===== src/core/di_func_consts.vh =====
// constants for the digital input function decoder
`ifndef DI_FUNC_CONSTS_VH
`define DI_FUNC_CONSTS_VH

// ==========================================================
// function codes
`define FN_STOP_EXT1 6'h1C
`define FN_STOP_EXT2 6'h1D
`define FN_ESTOP 6'h1E
`define FN_PID_PAUSE 6'h1F
`define FN_PID_INT_PAUSE 6'h20
`define FN_PID_REVERSE 6'h21
`define FN_PID_GAIN_SW 6'h22
`define FN_SEQ_PAUSE 6'h23
`define FN_SEQ_RESET 6'h24
`define FN_SWING_PAUSE 6'h25
`define FN_SWING_RESET 6'h26
`define FN_MODE_SW 6'h27
`define FN_TORQUE_PROHIBIT 6'h28
`define FN_RAMP_PROHIBIT 6'h29
`define FN_REV_PROHIBIT 6'h2A
`define FN_FREQ_PROHIBIT 6'h2B
`define FN_CNT_IN 6'h2C
`define FN_CNT_RST 6'h2D
`define FN_LEN_IN 6'h2E
`define FN_LEN_RST 6'h2F
`define FN_MOTOR_SEL 6'h30
`define FN_USER_FAULT1 6'h32
`define FN_USER_FAULT2 6'h33
`define FN_RUNTIME_CLR 6'h34
`define FN_WIRE_SW 6'h35

// ==========================================================
// command sources, gain switch condition, decel selector
`define SRC_KEYPAD 2'h0
`define GAIN_SW_TERMINAL 2'h1
`define DECEL_SEL_FOURTH 2'h3

// ==========================================================
// bus offsets and reset values
`define OFS_TERM_FUNC 12'h000
`define OFS_POLARITY 12'h020
`define OFS_CONFIG 12'h024
`define OFS_STATUS 12'h028
`define OFS_COUNTER 12'h02C
`define OFS_LENGTH 12'h030
`define OFS_CMD 12'h034
`define OFS_FUNC_STAT 12'h038
`define RST_FUNC 6'h00
`define RST_POLARITY 6'h00
`define RST_CONFIG 32'h00000000
`define CFG_SRC_LSB 0
`define CFG_GAIN_LSB 2
`define CFG_TORQUE_BIT 4
`define CFG_THREE_WIRE_BIT 5
`define NUM_TERM 6
`define NUM_FUNC 64

`endif


===== src/core/di_func_decoder.v =====
// multi-function digital input decoder, functions 28 to 53
// ==========================================================
// Functional notes
// - stop terminal 1 stops only in keypad control
// - stop terminal 2 decelerates with fourth ramp
// - emergency stop uses configured stop time
// - PID pause holds output frequency
// - integral pause freezes only integral term
// - reverse PID flips configured direction
// - terminal selects second PID gain set
// - sequence reset restarts suspended sequence
// - swing pause outputs center frequency
// - swing reset returns to center, stays enabled
// - mode terminal swaps speed and torque
// - torque prohibit forces speed control
// - ramp prohibit holds frequency, stop obeyed
// - reverse prohibit blocks reverse runs
// - frequency prohibit defers setpoint changes
// - count pulses, clear on counter reset
// - accumulate length, clear on length reset
// - two terminals select four motor groups
// - user fault terminals raise user faults
// - clear running time counter
// - toggle wire mode, ignored while running
// - polarity 0 active high, 1 active low
//
// Design decisions made here: the AXI4-Lite interface to the registers and the address map.
`timescale 1ns/10ps
`default_nettype none
`include "di_func_consts.vh"

// ==========================================================
// register map, one aligned word each, only byte lane 0 written
// 0x000..0x014 function code of terminals 0..5, 0 means unused
// 0x018, 0x01C spare terminal slots: slave error, no effect
// 0x020 polarity, one bit per terminal, 1 selects active low
// 0x024 config
//   [1:0] command source, 0 is keypad control
//   [3:2] PID gain switch condition, 1 is terminal control
//   [4] torque control is the default mode
//   [5] wire mode value loaded by the command register
// 0x028 status, read only
//   [0] second gain set, [1] torque mode, [3:2] motor group
//   [4] sequence suspended, [5] drive running
//   [11:6] qualified terminals, [12] three-wire mode
// 0x02C pulse counter, read only
// 0x030 length count, read only
// 0x034 command, write only, reads zero
//   bit0 clears the counter, bit1 clears the length
//   bit2 loads the wire mode from config bit 5
// 0x038 active flags of function codes 32 to 63
// any other address answers slave error and zero data, except unaligned reads below 0x018, which return that terminal's code
//
// timing
// terminals are registered once on entry, then the command
// outputs are registered again: a terminal change shows on
// the outputs two edges after it is applied to term_i, three_wire_o three edges after
// a write answers one cycle after address and data are both
// held; a read answers one cycle after its address is taken
//
// limitations
// level functions are decoded from whatever terminal holds
// the code; two terminals on one code simply OR together
// motor selection uses the lowest and the highest terminals holding
// the motor code; a single such terminal drives bit 0 only
// counter and length count one per qualified rising edge,
// so a terminal held active counts once; they wrap at 2^32
// the emergency stop time is applied by the control core,
// this block only raises the request level
//
// hazards
// a function code change takes effect on the next edge, so an
// active terminal swaps its old function for its new one on that edge
// a polarity write flips qualified levels at once, which may
// look like a rising edge to the counters
// the wire toggle is edge driven; a request raised while the
// drive runs is dropped, not deferred

module di_func_decoder (
    input wire core_clk_i,
    input wire rst_i,
    // terminal levels and drive state
    input wire [5:0] term_i,
    input wire running_i,
    input wire seq_suspended_i,
    // AXI4-Lite slave
    input wire [11:0] s_awaddr_i,
    input wire s_awvalid_i,
    output wire s_awready_o,
    input wire [31:0] s_wdata_i,
    input wire [3:0] s_wstrb_i,
    input wire s_wvalid_i,
    output wire s_wready_o,
    output reg [1:0] s_bresp_o,
    output reg s_bvalid_o,
    input wire s_bready_i,
    input wire [11:0] s_araddr_i,
    input wire s_arvalid_i,
    output wire s_arready_o,
    output reg [31:0] s_rdata_o,
    output reg [1:0] s_rresp_o,
    output reg s_rvalid_o,
    input wire s_rready_i,
    // commands to the control core
    output reg stop_key_o,
    output reg decel_stop_o,
    output reg [1:0] decel_sel_o,
    output reg estop_o,
    output reg pid_hold_o,
    output reg pid_int_freeze_o,
    output reg pid_dir_invert_o,
    output reg pid_gain_second_o,
    output reg seq_pause_o,
    output reg seq_restart_o,
    output reg swing_pause_o,
    output reg swing_center_o,
    output reg torque_mode_o,
    output reg freq_hold_o,
    output reg rev_block_o,
    output reg setpoint_hold_o,
    output reg [1:0] motor_group_o,
    output reg user_fault1_o,
    output reg user_fault2_o,
    output reg runtime_clr_o,
    output reg three_wire_o
);

// ==========================================================
// register state
reg [5:0] func_ff [0:5];
reg [5:0] polarity_ff;
reg [5:0] config_ff;
reg [31:0] counter_ff;
reg [31:0] length_ff;
reg three_wire_ff;
reg [5:0] term_ff;
reg aw_got_ff, w_got_ff;
reg [11:0] awaddr_ff;
reg [31:0] wdata_ff;
reg [3:0] wstrb_ff;
// one loop index per process so no variable has two drivers
integer i;
integer j;
integer k;

// qualified terminal levels
wire [5:0] act = term_ff ^ polarity_ff;

// per-function active and rising flags
reg [63:0] fn_act;
reg [63:0] fn_rise;
reg [5:0] last_act_ff;
always @* begin
    fn_act = 64'h0;
    fn_rise = 64'h0;
    for (i = 0; i < `NUM_TERM; i = i + 1) begin
        if (act[i]) begin
            fn_act[func_ff[i]] = 1'b1;
        end
        if (act[i] && !last_act_ff[i]) begin
            fn_rise[func_ff[i]] = 1'b1;
        end
    end
end

// motor select: lowest and highest terminals mapped to motor selection
reg [1:0] motor_bits;
reg motor_first;
always @* begin
    motor_bits = 2'h0;
    motor_first = 1'b1;
    for (j = 0; j < `NUM_TERM; j = j + 1) begin
        if (func_ff[j] == `FN_MOTOR_SEL) begin
            if (motor_first) begin
                motor_bits[0] = act[j];
                motor_first = 1'b0;
            end else begin
                motor_bits[1] = act[j];
            end
        end
    end
end

// ==========================================================
// AXI4-Lite handshake
wire wr_go = aw_got_ff && w_got_ff && !s_bvalid_o;
assign s_awready_o = !aw_got_ff && !s_bvalid_o;
assign s_wready_o = !w_got_ff && !s_bvalid_o;
assign s_arready_o = !s_rvalid_o;
wire cmd_wr = wr_go && awaddr_ff == `OFS_CMD && wstrb_ff[0];
// spare terminal slots answer slave error, as the read side does
wire mapped_w = awaddr_ff[11:5] == 7'h00 && awaddr_ff[4:2] < 3'h6
    && awaddr_ff[1:0] == 2'h0
    || awaddr_ff == `OFS_POLARITY || awaddr_ff == `OFS_CONFIG
    || awaddr_ff == `OFS_CMD;

// write side capture and decode
always @(posedge core_clk_i or posedge rst_i) begin
    if (rst_i) begin
        aw_got_ff <= 1'b0;
        w_got_ff <= 1'b0;
        awaddr_ff <= 12'h000;
        wdata_ff <= 32'h00000000;
        wstrb_ff <= 4'h0;
        s_bvalid_o <= 1'b0;
        s_bresp_o <= 2'h0;
        polarity_ff <= `RST_POLARITY;
        config_ff <= 6'h00;
        for (k = 0; k < `NUM_TERM; k = k + 1) begin
            func_ff[k] <= `RST_FUNC;
        end
    end else begin
        if (s_awvalid_i && s_awready_o) begin
            aw_got_ff <= 1'b1;
            awaddr_ff <= s_awaddr_i;
        end
        if (s_wvalid_i && s_wready_o) begin
            w_got_ff <= 1'b1;
            wdata_ff <= s_wdata_i;
            wstrb_ff <= s_wstrb_i;
        end
        if (wr_go) begin
            aw_got_ff <= 1'b0;
            w_got_ff <= 1'b0;
            s_bvalid_o <= 1'b1;
            s_bresp_o <= mapped_w ? 2'h0 : 2'h2;
            if (wstrb_ff[0]) begin
                if (awaddr_ff[11:5] == 7'h00 && awaddr_ff[4:2] < 3'h6
                    && awaddr_ff[1:0] == 2'h0) begin
                    func_ff[awaddr_ff[4:2]] <= wdata_ff[5:0];
                end
                if (awaddr_ff == `OFS_POLARITY) begin
                    polarity_ff <= wdata_ff[5:0];
                end
                if (awaddr_ff == `OFS_CONFIG) begin
                    config_ff <= wdata_ff[5:0];
                end
            end
        end else if (s_bvalid_o && s_bready_i) begin
            s_bvalid_o <= 1'b0;
        end
    end
end

// read side: one word, registered answer
always @(posedge core_clk_i or posedge rst_i) begin
    if (rst_i) begin
        s_rvalid_o <= 1'b0;
        s_rdata_o <= 32'h00000000;
        s_rresp_o <= 2'h0;
    end else if (s_arvalid_i && s_arready_o) begin
        s_rvalid_o <= 1'b1;
        s_rresp_o <= 2'h0;
        s_rdata_o <= 32'h00000000;
        if (s_araddr_i[11:5] == 7'h00 && s_araddr_i[4:2] < 3'h6) begin
            s_rdata_o <= {26'h0, func_ff[s_araddr_i[4:2]]};
        end else begin
            case (s_araddr_i)
                `OFS_POLARITY: s_rdata_o <= {26'h0, polarity_ff};
                `OFS_CONFIG: s_rdata_o <= {26'h0, config_ff};
                `OFS_STATUS: s_rdata_o <= {19'h0, three_wire_ff, act,
                    running_i, seq_suspended_i, motor_group_o,
                    torque_mode_o, pid_gain_second_o};
                `OFS_COUNTER: s_rdata_o <= counter_ff;
                `OFS_LENGTH: s_rdata_o <= length_ff;
                `OFS_CMD: s_rdata_o <= 32'h00000000;
                `OFS_FUNC_STAT: s_rdata_o <= fn_act[63:32];
                default: s_rresp_o <= 2'h2;
            endcase
        end
    end else if (s_rvalid_o && s_rready_i) begin
        s_rvalid_o <= 1'b0;
    end
end

// ==========================================================
// terminal sampling, counters and wire mode
// counting on rising edges only so a held level counts once
always @(posedge core_clk_i or posedge rst_i) begin
    if (rst_i) begin
        term_ff <= 6'h00;
        last_act_ff <= 6'h00;
        counter_ff <= 32'h00000000;
        length_ff <= 32'h00000000;
        three_wire_ff <= 1'b0;
    end else begin
        term_ff <= term_i;
        last_act_ff <= act;
        // clear wins: a held reset keeps the count at zero
        if (fn_act[`FN_CNT_RST] || (cmd_wr && wdata_ff[0])) begin
            counter_ff <= 32'h00000000;
        end else if (fn_rise[`FN_CNT_IN]) begin
            counter_ff <= counter_ff + 32'h00000001;
        end
        if (fn_act[`FN_LEN_RST] || (cmd_wr && wdata_ff[1])) begin
            length_ff <= 32'h00000000;
        end else if (fn_rise[`FN_LEN_IN]) begin
            length_ff <= length_ff + 32'h00000001;
        end
        if (cmd_wr && wdata_ff[2]) begin
            three_wire_ff <= config_ff[`CFG_THREE_WIRE_BIT];
        end else if (fn_rise[`FN_WIRE_SW] && !running_i) begin
            three_wire_ff <= !three_wire_ff;
        end
    end
end

// ==========================================================
// command outputs, registered
always @(posedge core_clk_i or posedge rst_i) begin
    if (rst_i) begin
        stop_key_o <= 1'b0;
        decel_stop_o <= 1'b0;
        decel_sel_o <= 2'h0;
        estop_o <= 1'b0;
        pid_hold_o <= 1'b0;
        pid_int_freeze_o <= 1'b0;
        pid_dir_invert_o <= 1'b0;
        pid_gain_second_o <= 1'b0;
        seq_pause_o <= 1'b0;
        seq_restart_o <= 1'b0;
        swing_pause_o <= 1'b0;
        swing_center_o <= 1'b0;
        torque_mode_o <= 1'b0;
        freq_hold_o <= 1'b0;
        rev_block_o <= 1'b0;
        setpoint_hold_o <= 1'b0;
        motor_group_o <= 2'h0;
        user_fault1_o <= 1'b0;
        user_fault2_o <= 1'b0;
        runtime_clr_o <= 1'b0;
        three_wire_o <= 1'b0;
    end else begin
        stop_key_o <= fn_act[`FN_STOP_EXT1] &&
            config_ff[1:0] == `SRC_KEYPAD;
        decel_stop_o <= fn_act[`FN_STOP_EXT2];
        decel_sel_o <= fn_act[`FN_STOP_EXT2] ? `DECEL_SEL_FOURTH : 2'h0;
        estop_o <= fn_act[`FN_ESTOP];
        pid_hold_o <= fn_act[`FN_PID_PAUSE];
        pid_int_freeze_o <= fn_act[`FN_PID_INT_PAUSE];
        pid_dir_invert_o <= fn_act[`FN_PID_REVERSE];
        pid_gain_second_o <= fn_act[`FN_PID_GAIN_SW] &&
            config_ff[3:2] == `GAIN_SW_TERMINAL;
        seq_pause_o <= fn_act[`FN_SEQ_PAUSE];
        seq_restart_o <= fn_act[`FN_SEQ_RESET] && seq_suspended_i;
        swing_pause_o <= fn_act[`FN_SWING_PAUSE];
        swing_center_o <= fn_act[`FN_SWING_PAUSE] ||
            fn_act[`FN_SWING_RESET];
        // prohibit overrides the mode swap
        torque_mode_o <= !fn_act[`FN_TORQUE_PROHIBIT] &&
            (config_ff[`CFG_TORQUE_BIT] ^ fn_act[`FN_MODE_SW]);
        // stop requests pass regardless, the hold only freezes ramps
        freq_hold_o <= fn_act[`FN_RAMP_PROHIBIT] ||
            fn_act[`FN_PID_PAUSE];
        rev_block_o <= fn_act[`FN_REV_PROHIBIT];
        setpoint_hold_o <= fn_act[`FN_FREQ_PROHIBIT];
        motor_group_o <= motor_bits;
        user_fault1_o <= fn_act[`FN_USER_FAULT1];
        user_fault2_o <= fn_act[`FN_USER_FAULT2];
        runtime_clr_o <= fn_act[`FN_RUNTIME_CLR];
        three_wire_o <= three_wire_ff;
    end
end

endmodule // di_func_decoder
`default_nettype wire


===== config.mk =====
export PLATFORM = sky130hd
export DESIGN_NAME = di_func_decoder
export DESIGN_NICKNAME = d
export VERILOG_FILES = /design/src/core/di_func_decoder.v
export VERILOG_INCLUDE_DIRS = /design/src /design/src/core
export SDC_FILE = /design/constraint.sdc
export NUM_CORES = 1
export LEC_CHECK = 0
export BUFFER_PORTS_ARGS = -buffer_cell sky130_fd_sc_hd__buf_2
export CORE_MARGIN = 10
export CORE_UTILIZATION = 60
export DETAILED_ROUTE_END_ITERATION = 8
export GPL_ROUTABILITY_DRIVEN = 0
export PLACE_DENSITY = 0.82
export SLEW_MARGIN = 30
export SYNTH_ARGS = -nofsm -noshare
export SYNTH_HDL_FRONTEND = slang
export SYNTH_SLANG_ARGS = --single-unit

===== constraint.sdc =====
create_clock -name core_clk_i -period 11.5 [get_ports core_clk_i]
set_input_delay 1.15 -clock core_clk_i [delete_from_list [all_inputs] [get_ports core_clk_i]]
set_output_delay 1.15 -clock core_clk_i [all_outputs]
set_load 0.05 [all_outputs]

==> metrics.md <==
| Metric | Value |
|---|---|
| Slew HR | `0.297` |
| Met2 wire length | `17.5 mm` |
| Fin nets | `1,422` |
| PwrDens | `138 nW/um^2` |
| Wl on met1 | `15.1 mm` |
| Synth unique cells | `81` |
| Die area | `25,900 sq um` |
| RR Endpoint | `length_ff[13]` |
| CTS sink cnt | `203` |
| Via-to-Cell Ratio | `7.25` |
| R2R depth | `7` |
| Hold Crit Start | `s_rdata_o[24]` |
| Yosys reg bits | `203` |
| Seq/Total Area, Yosys | `0.426` |
| CTS tree | `done` |
| I/O Pins | `139` |
| Max-Cap Viols | `0` |
| # hold bufs at CTS | `0` |
| Initial antenna violation count | `0` |
| Kind of critical path | `primary input to flip-flop` |
| Unrepaired setup endpoints after global routing | `no` |
| Max Buffers Root-to-Sink | `3` |
| YS warnings | `0` |
| Iteration-0 DRC Markers | `2,602` |
| Status | `finished, violations left` |
| Worst vdd ir | `0.000194 V` |
| Total gr overflow | `0` |
| Post-CTS Setup Repair Bufs | `0` |
| Clock Skew | `0.0166 ns` |
| Tmin final | `3.66 ns` |
| WL/cell | `25.8 microns` |
| Vias post-DR | `11,800` |
| Layout cells sized above 1 | `0.186` |
| Vias in the first global route | `11,200` |
| Top Metal Used | `met4` |
| Period utilization | `0.318` |
| Async set or reset register ratio after synthesis | `1.00` |
| CP startpoint kind | `primary input` |
| Final setup violation count | `0` |
| First-pass GRT wire length | `65.2 mm` |
| Failing checks | `design-rule violations` |
| Pin count of the biggest net entering global routing | `94` |
| Drt pass-1 iters | `9` |
| WL met3 | `6.58 mm` |
| Chip width | `161 microns` |
| Routed Antenna Nets | `0` |
| Critical Path End Type | `flip-flop` |
| RR Startpoint | `polarity_ff[2]` |
| CTS root buf | `clkbuf_16` |
| Fmax | `274 MHz` |
| Least-Margin Pin Slew | `1.05 ns` |
| Internal reg-to-reg setup slack | `7.99 ns` |
| Setup TNS | `0 ns` |
| Crit path DAT | `4.08 ns` |
| CTS H-tree depth | `1` |
| Antenna diodes | `0` |
| Max FO, Critical Path | `12` |
| Drt total wl | `42.0 mm` |
| Area Growth Syn to Fin | `11.4%` |
| Std cell rows | `51` |
| Synth Instances | `1,306` |
| Hold path depth | `1` |
| Req. time, crit path | `11.93 ns` |
| Worst Hold Class | `flip-flop to flip-flop` |
| Starting Density | `0.611` |
| Mapped Area | `11,900 sq um` |
| Slew Limit Fails | `0` |
| Die span in y | `161 microns` |
| Min-Delay Endpoint | `s_rdata_o[24]` |
| Final HPWL DP | `30.1 mm` |
| P_leak | `5.57 nW` |
| Num CTS Buffers | `22` |
| Post-synth EDFFs | `0` |
| Final Hold Violating Endpoints | `0` |
| Mapped Avg Cell Area | `9.13 sq um` |
| DR DRC count | `1` |
| Core area | `19,500 sq um` |
| Cts repair resizes | `0` |
| Fin util | `0.681` |
| FILL cells | `1,534` |
| Total Routing Usage GR | `0.315` |
| Buffers on Ports | `107` |
| Worst-path clk slew | `0.06 ns` |
| Clk Latency, worst-skew pair | `0.52 ns` |
| Synth Flop Type | `dfrtp_1` |
==> stage by stage <==
step	power [mW]	hold WS, ns	instance area (sq um)	cells	worst slack (ns)
6_report	1.84	0.483	13300	1626	7.84
2_1_floorplan	1.01	0.393	11900	1307	4.81
3_5_place_dp	1.10	0.469	12500	1586	7.58
4_1_cts	1.83	0.484	13300	1626	8.07
5_1_grt	1.90	0.497	13300	1626	7.79
3_3_place_gp	1.09	0.465	12500	1585	7.25
==> synth_stat cells (all sizes together), types with 21 or more instances <==
master	number	area, sq um
clkbuf	87	327
or4	21	158
inv	28	105
o21ai	84	420
a22oi	22	165
nand3	65	325
nor3	25	125
nand2	110	413
and3	22	138
o22ai	38	238
nand3b	21	158
dfrtp	203	5080
or3	53	332
a21oi	71	355
mux2	64	721
nor2	82	308
==> power by group <==
group / switching, mW / total [mW] / internal [mW] / leakage, nW
combinational: 0.161 / 0.244 / 0.0827 / 2.47
sequential: 0.0824 / 0.851 / 0.768 / 2.73
clock: 0.295 / 0.742 / 0.447 / 0.367
total: 0.538 / 1.84 / 1.30 / 5.57
==> sequential cells by signal, summed over array words and instances (netlist names), 2 cells and up <==
signal,flops
term_ff,6
last_act_ff,6
awaddr_ff,12
wdata_ff,6
config_ff,6
length_ff,32
s_rdata_o,32
motor_group_o,2
polarity_ff,6
counter_ff,32
func_ff,36
==> logic make-up after synthesis <==
family	synth area share
xor gates and xnor gates	0.0145
other	0.000314
buffers and inverters	0.0445
muxes	0.0780
and+or+nand+nor	0.236
DFF	0.426
AOI/OAI and AO/OA	0.199
adders and majority gates	0.00210
==> worst max-delay path by stage <==
stage,startpoint,to,slack [ns],cells after the start
floorplan,rst_i,aw_got_ff,4.81,1
global placement,s_araddr_i[7],s_rdata_o[23],7.25,6
detailed placement,s_araddr_i[7],s_rdata_o[23],7.58,6
CTS,s_araddr_i[7],s_rdata_o[23],8.07,6
global route,s_araddr_i[7],s_rdata_o[17],7.79,7
finish,s_araddr_i[7],s_rdata_o[17],7.84,7
==> critical path: stages <==
cell and delay, ns:
buf_2 0.09, or4_1 0.71, nor3_2 0.64, nand3_1 0.23, nor2_1 0.66, o21ai_0 0.41
o211ai_1 0.19
==> routing by layer <==
layer  track usage  vias to the layer above
li1              -                     5037
met2         0.455                      972
met4         0.162                        0
met5             0                        -
met1         0.401                     5533
met3         0.124                      249
==> placed cells by master (no fill, tap or decap), types with 15 or more instances in the layout <==
cell / instances
mux2_2: 64
inv_1: 25
or4_1: 21
nand4_1: 15
nor3_1: 22
o21ai_0: 76
a221oi_1: 15
clkbuf_16: 22
buf_2: 107
dfrtp_1: 203
and3_1: 22
nand3_1: 65
or3_1: 53
nor2_1: 82
a22oi_1: 22
nand3b_1: 21
a21oi_1: 71
o31ai_1: 17
and3b_1: 17
o22ai_1: 38
nand2_1: 110
==> area by class of cell <==
| cell class | count | area (sq um) | share of cell area |
|---|---|---|---|
| flip-flops and latches | 203 | 5080 | 0.382 |
| multi-input cells | 972 | 6370 | 0.479 |
| inverters | 29 | 116 | 0.00875 |
| repair buffers | 117 | 631 | 0.0474 |
| well taps | 265 | 332 | 0.0249 |
| clock inverters | 9 | 136 | 0.0103 |
| clock buffers | 31 | 624 | 0.0470 |
(Power assumes the default switching activity.)
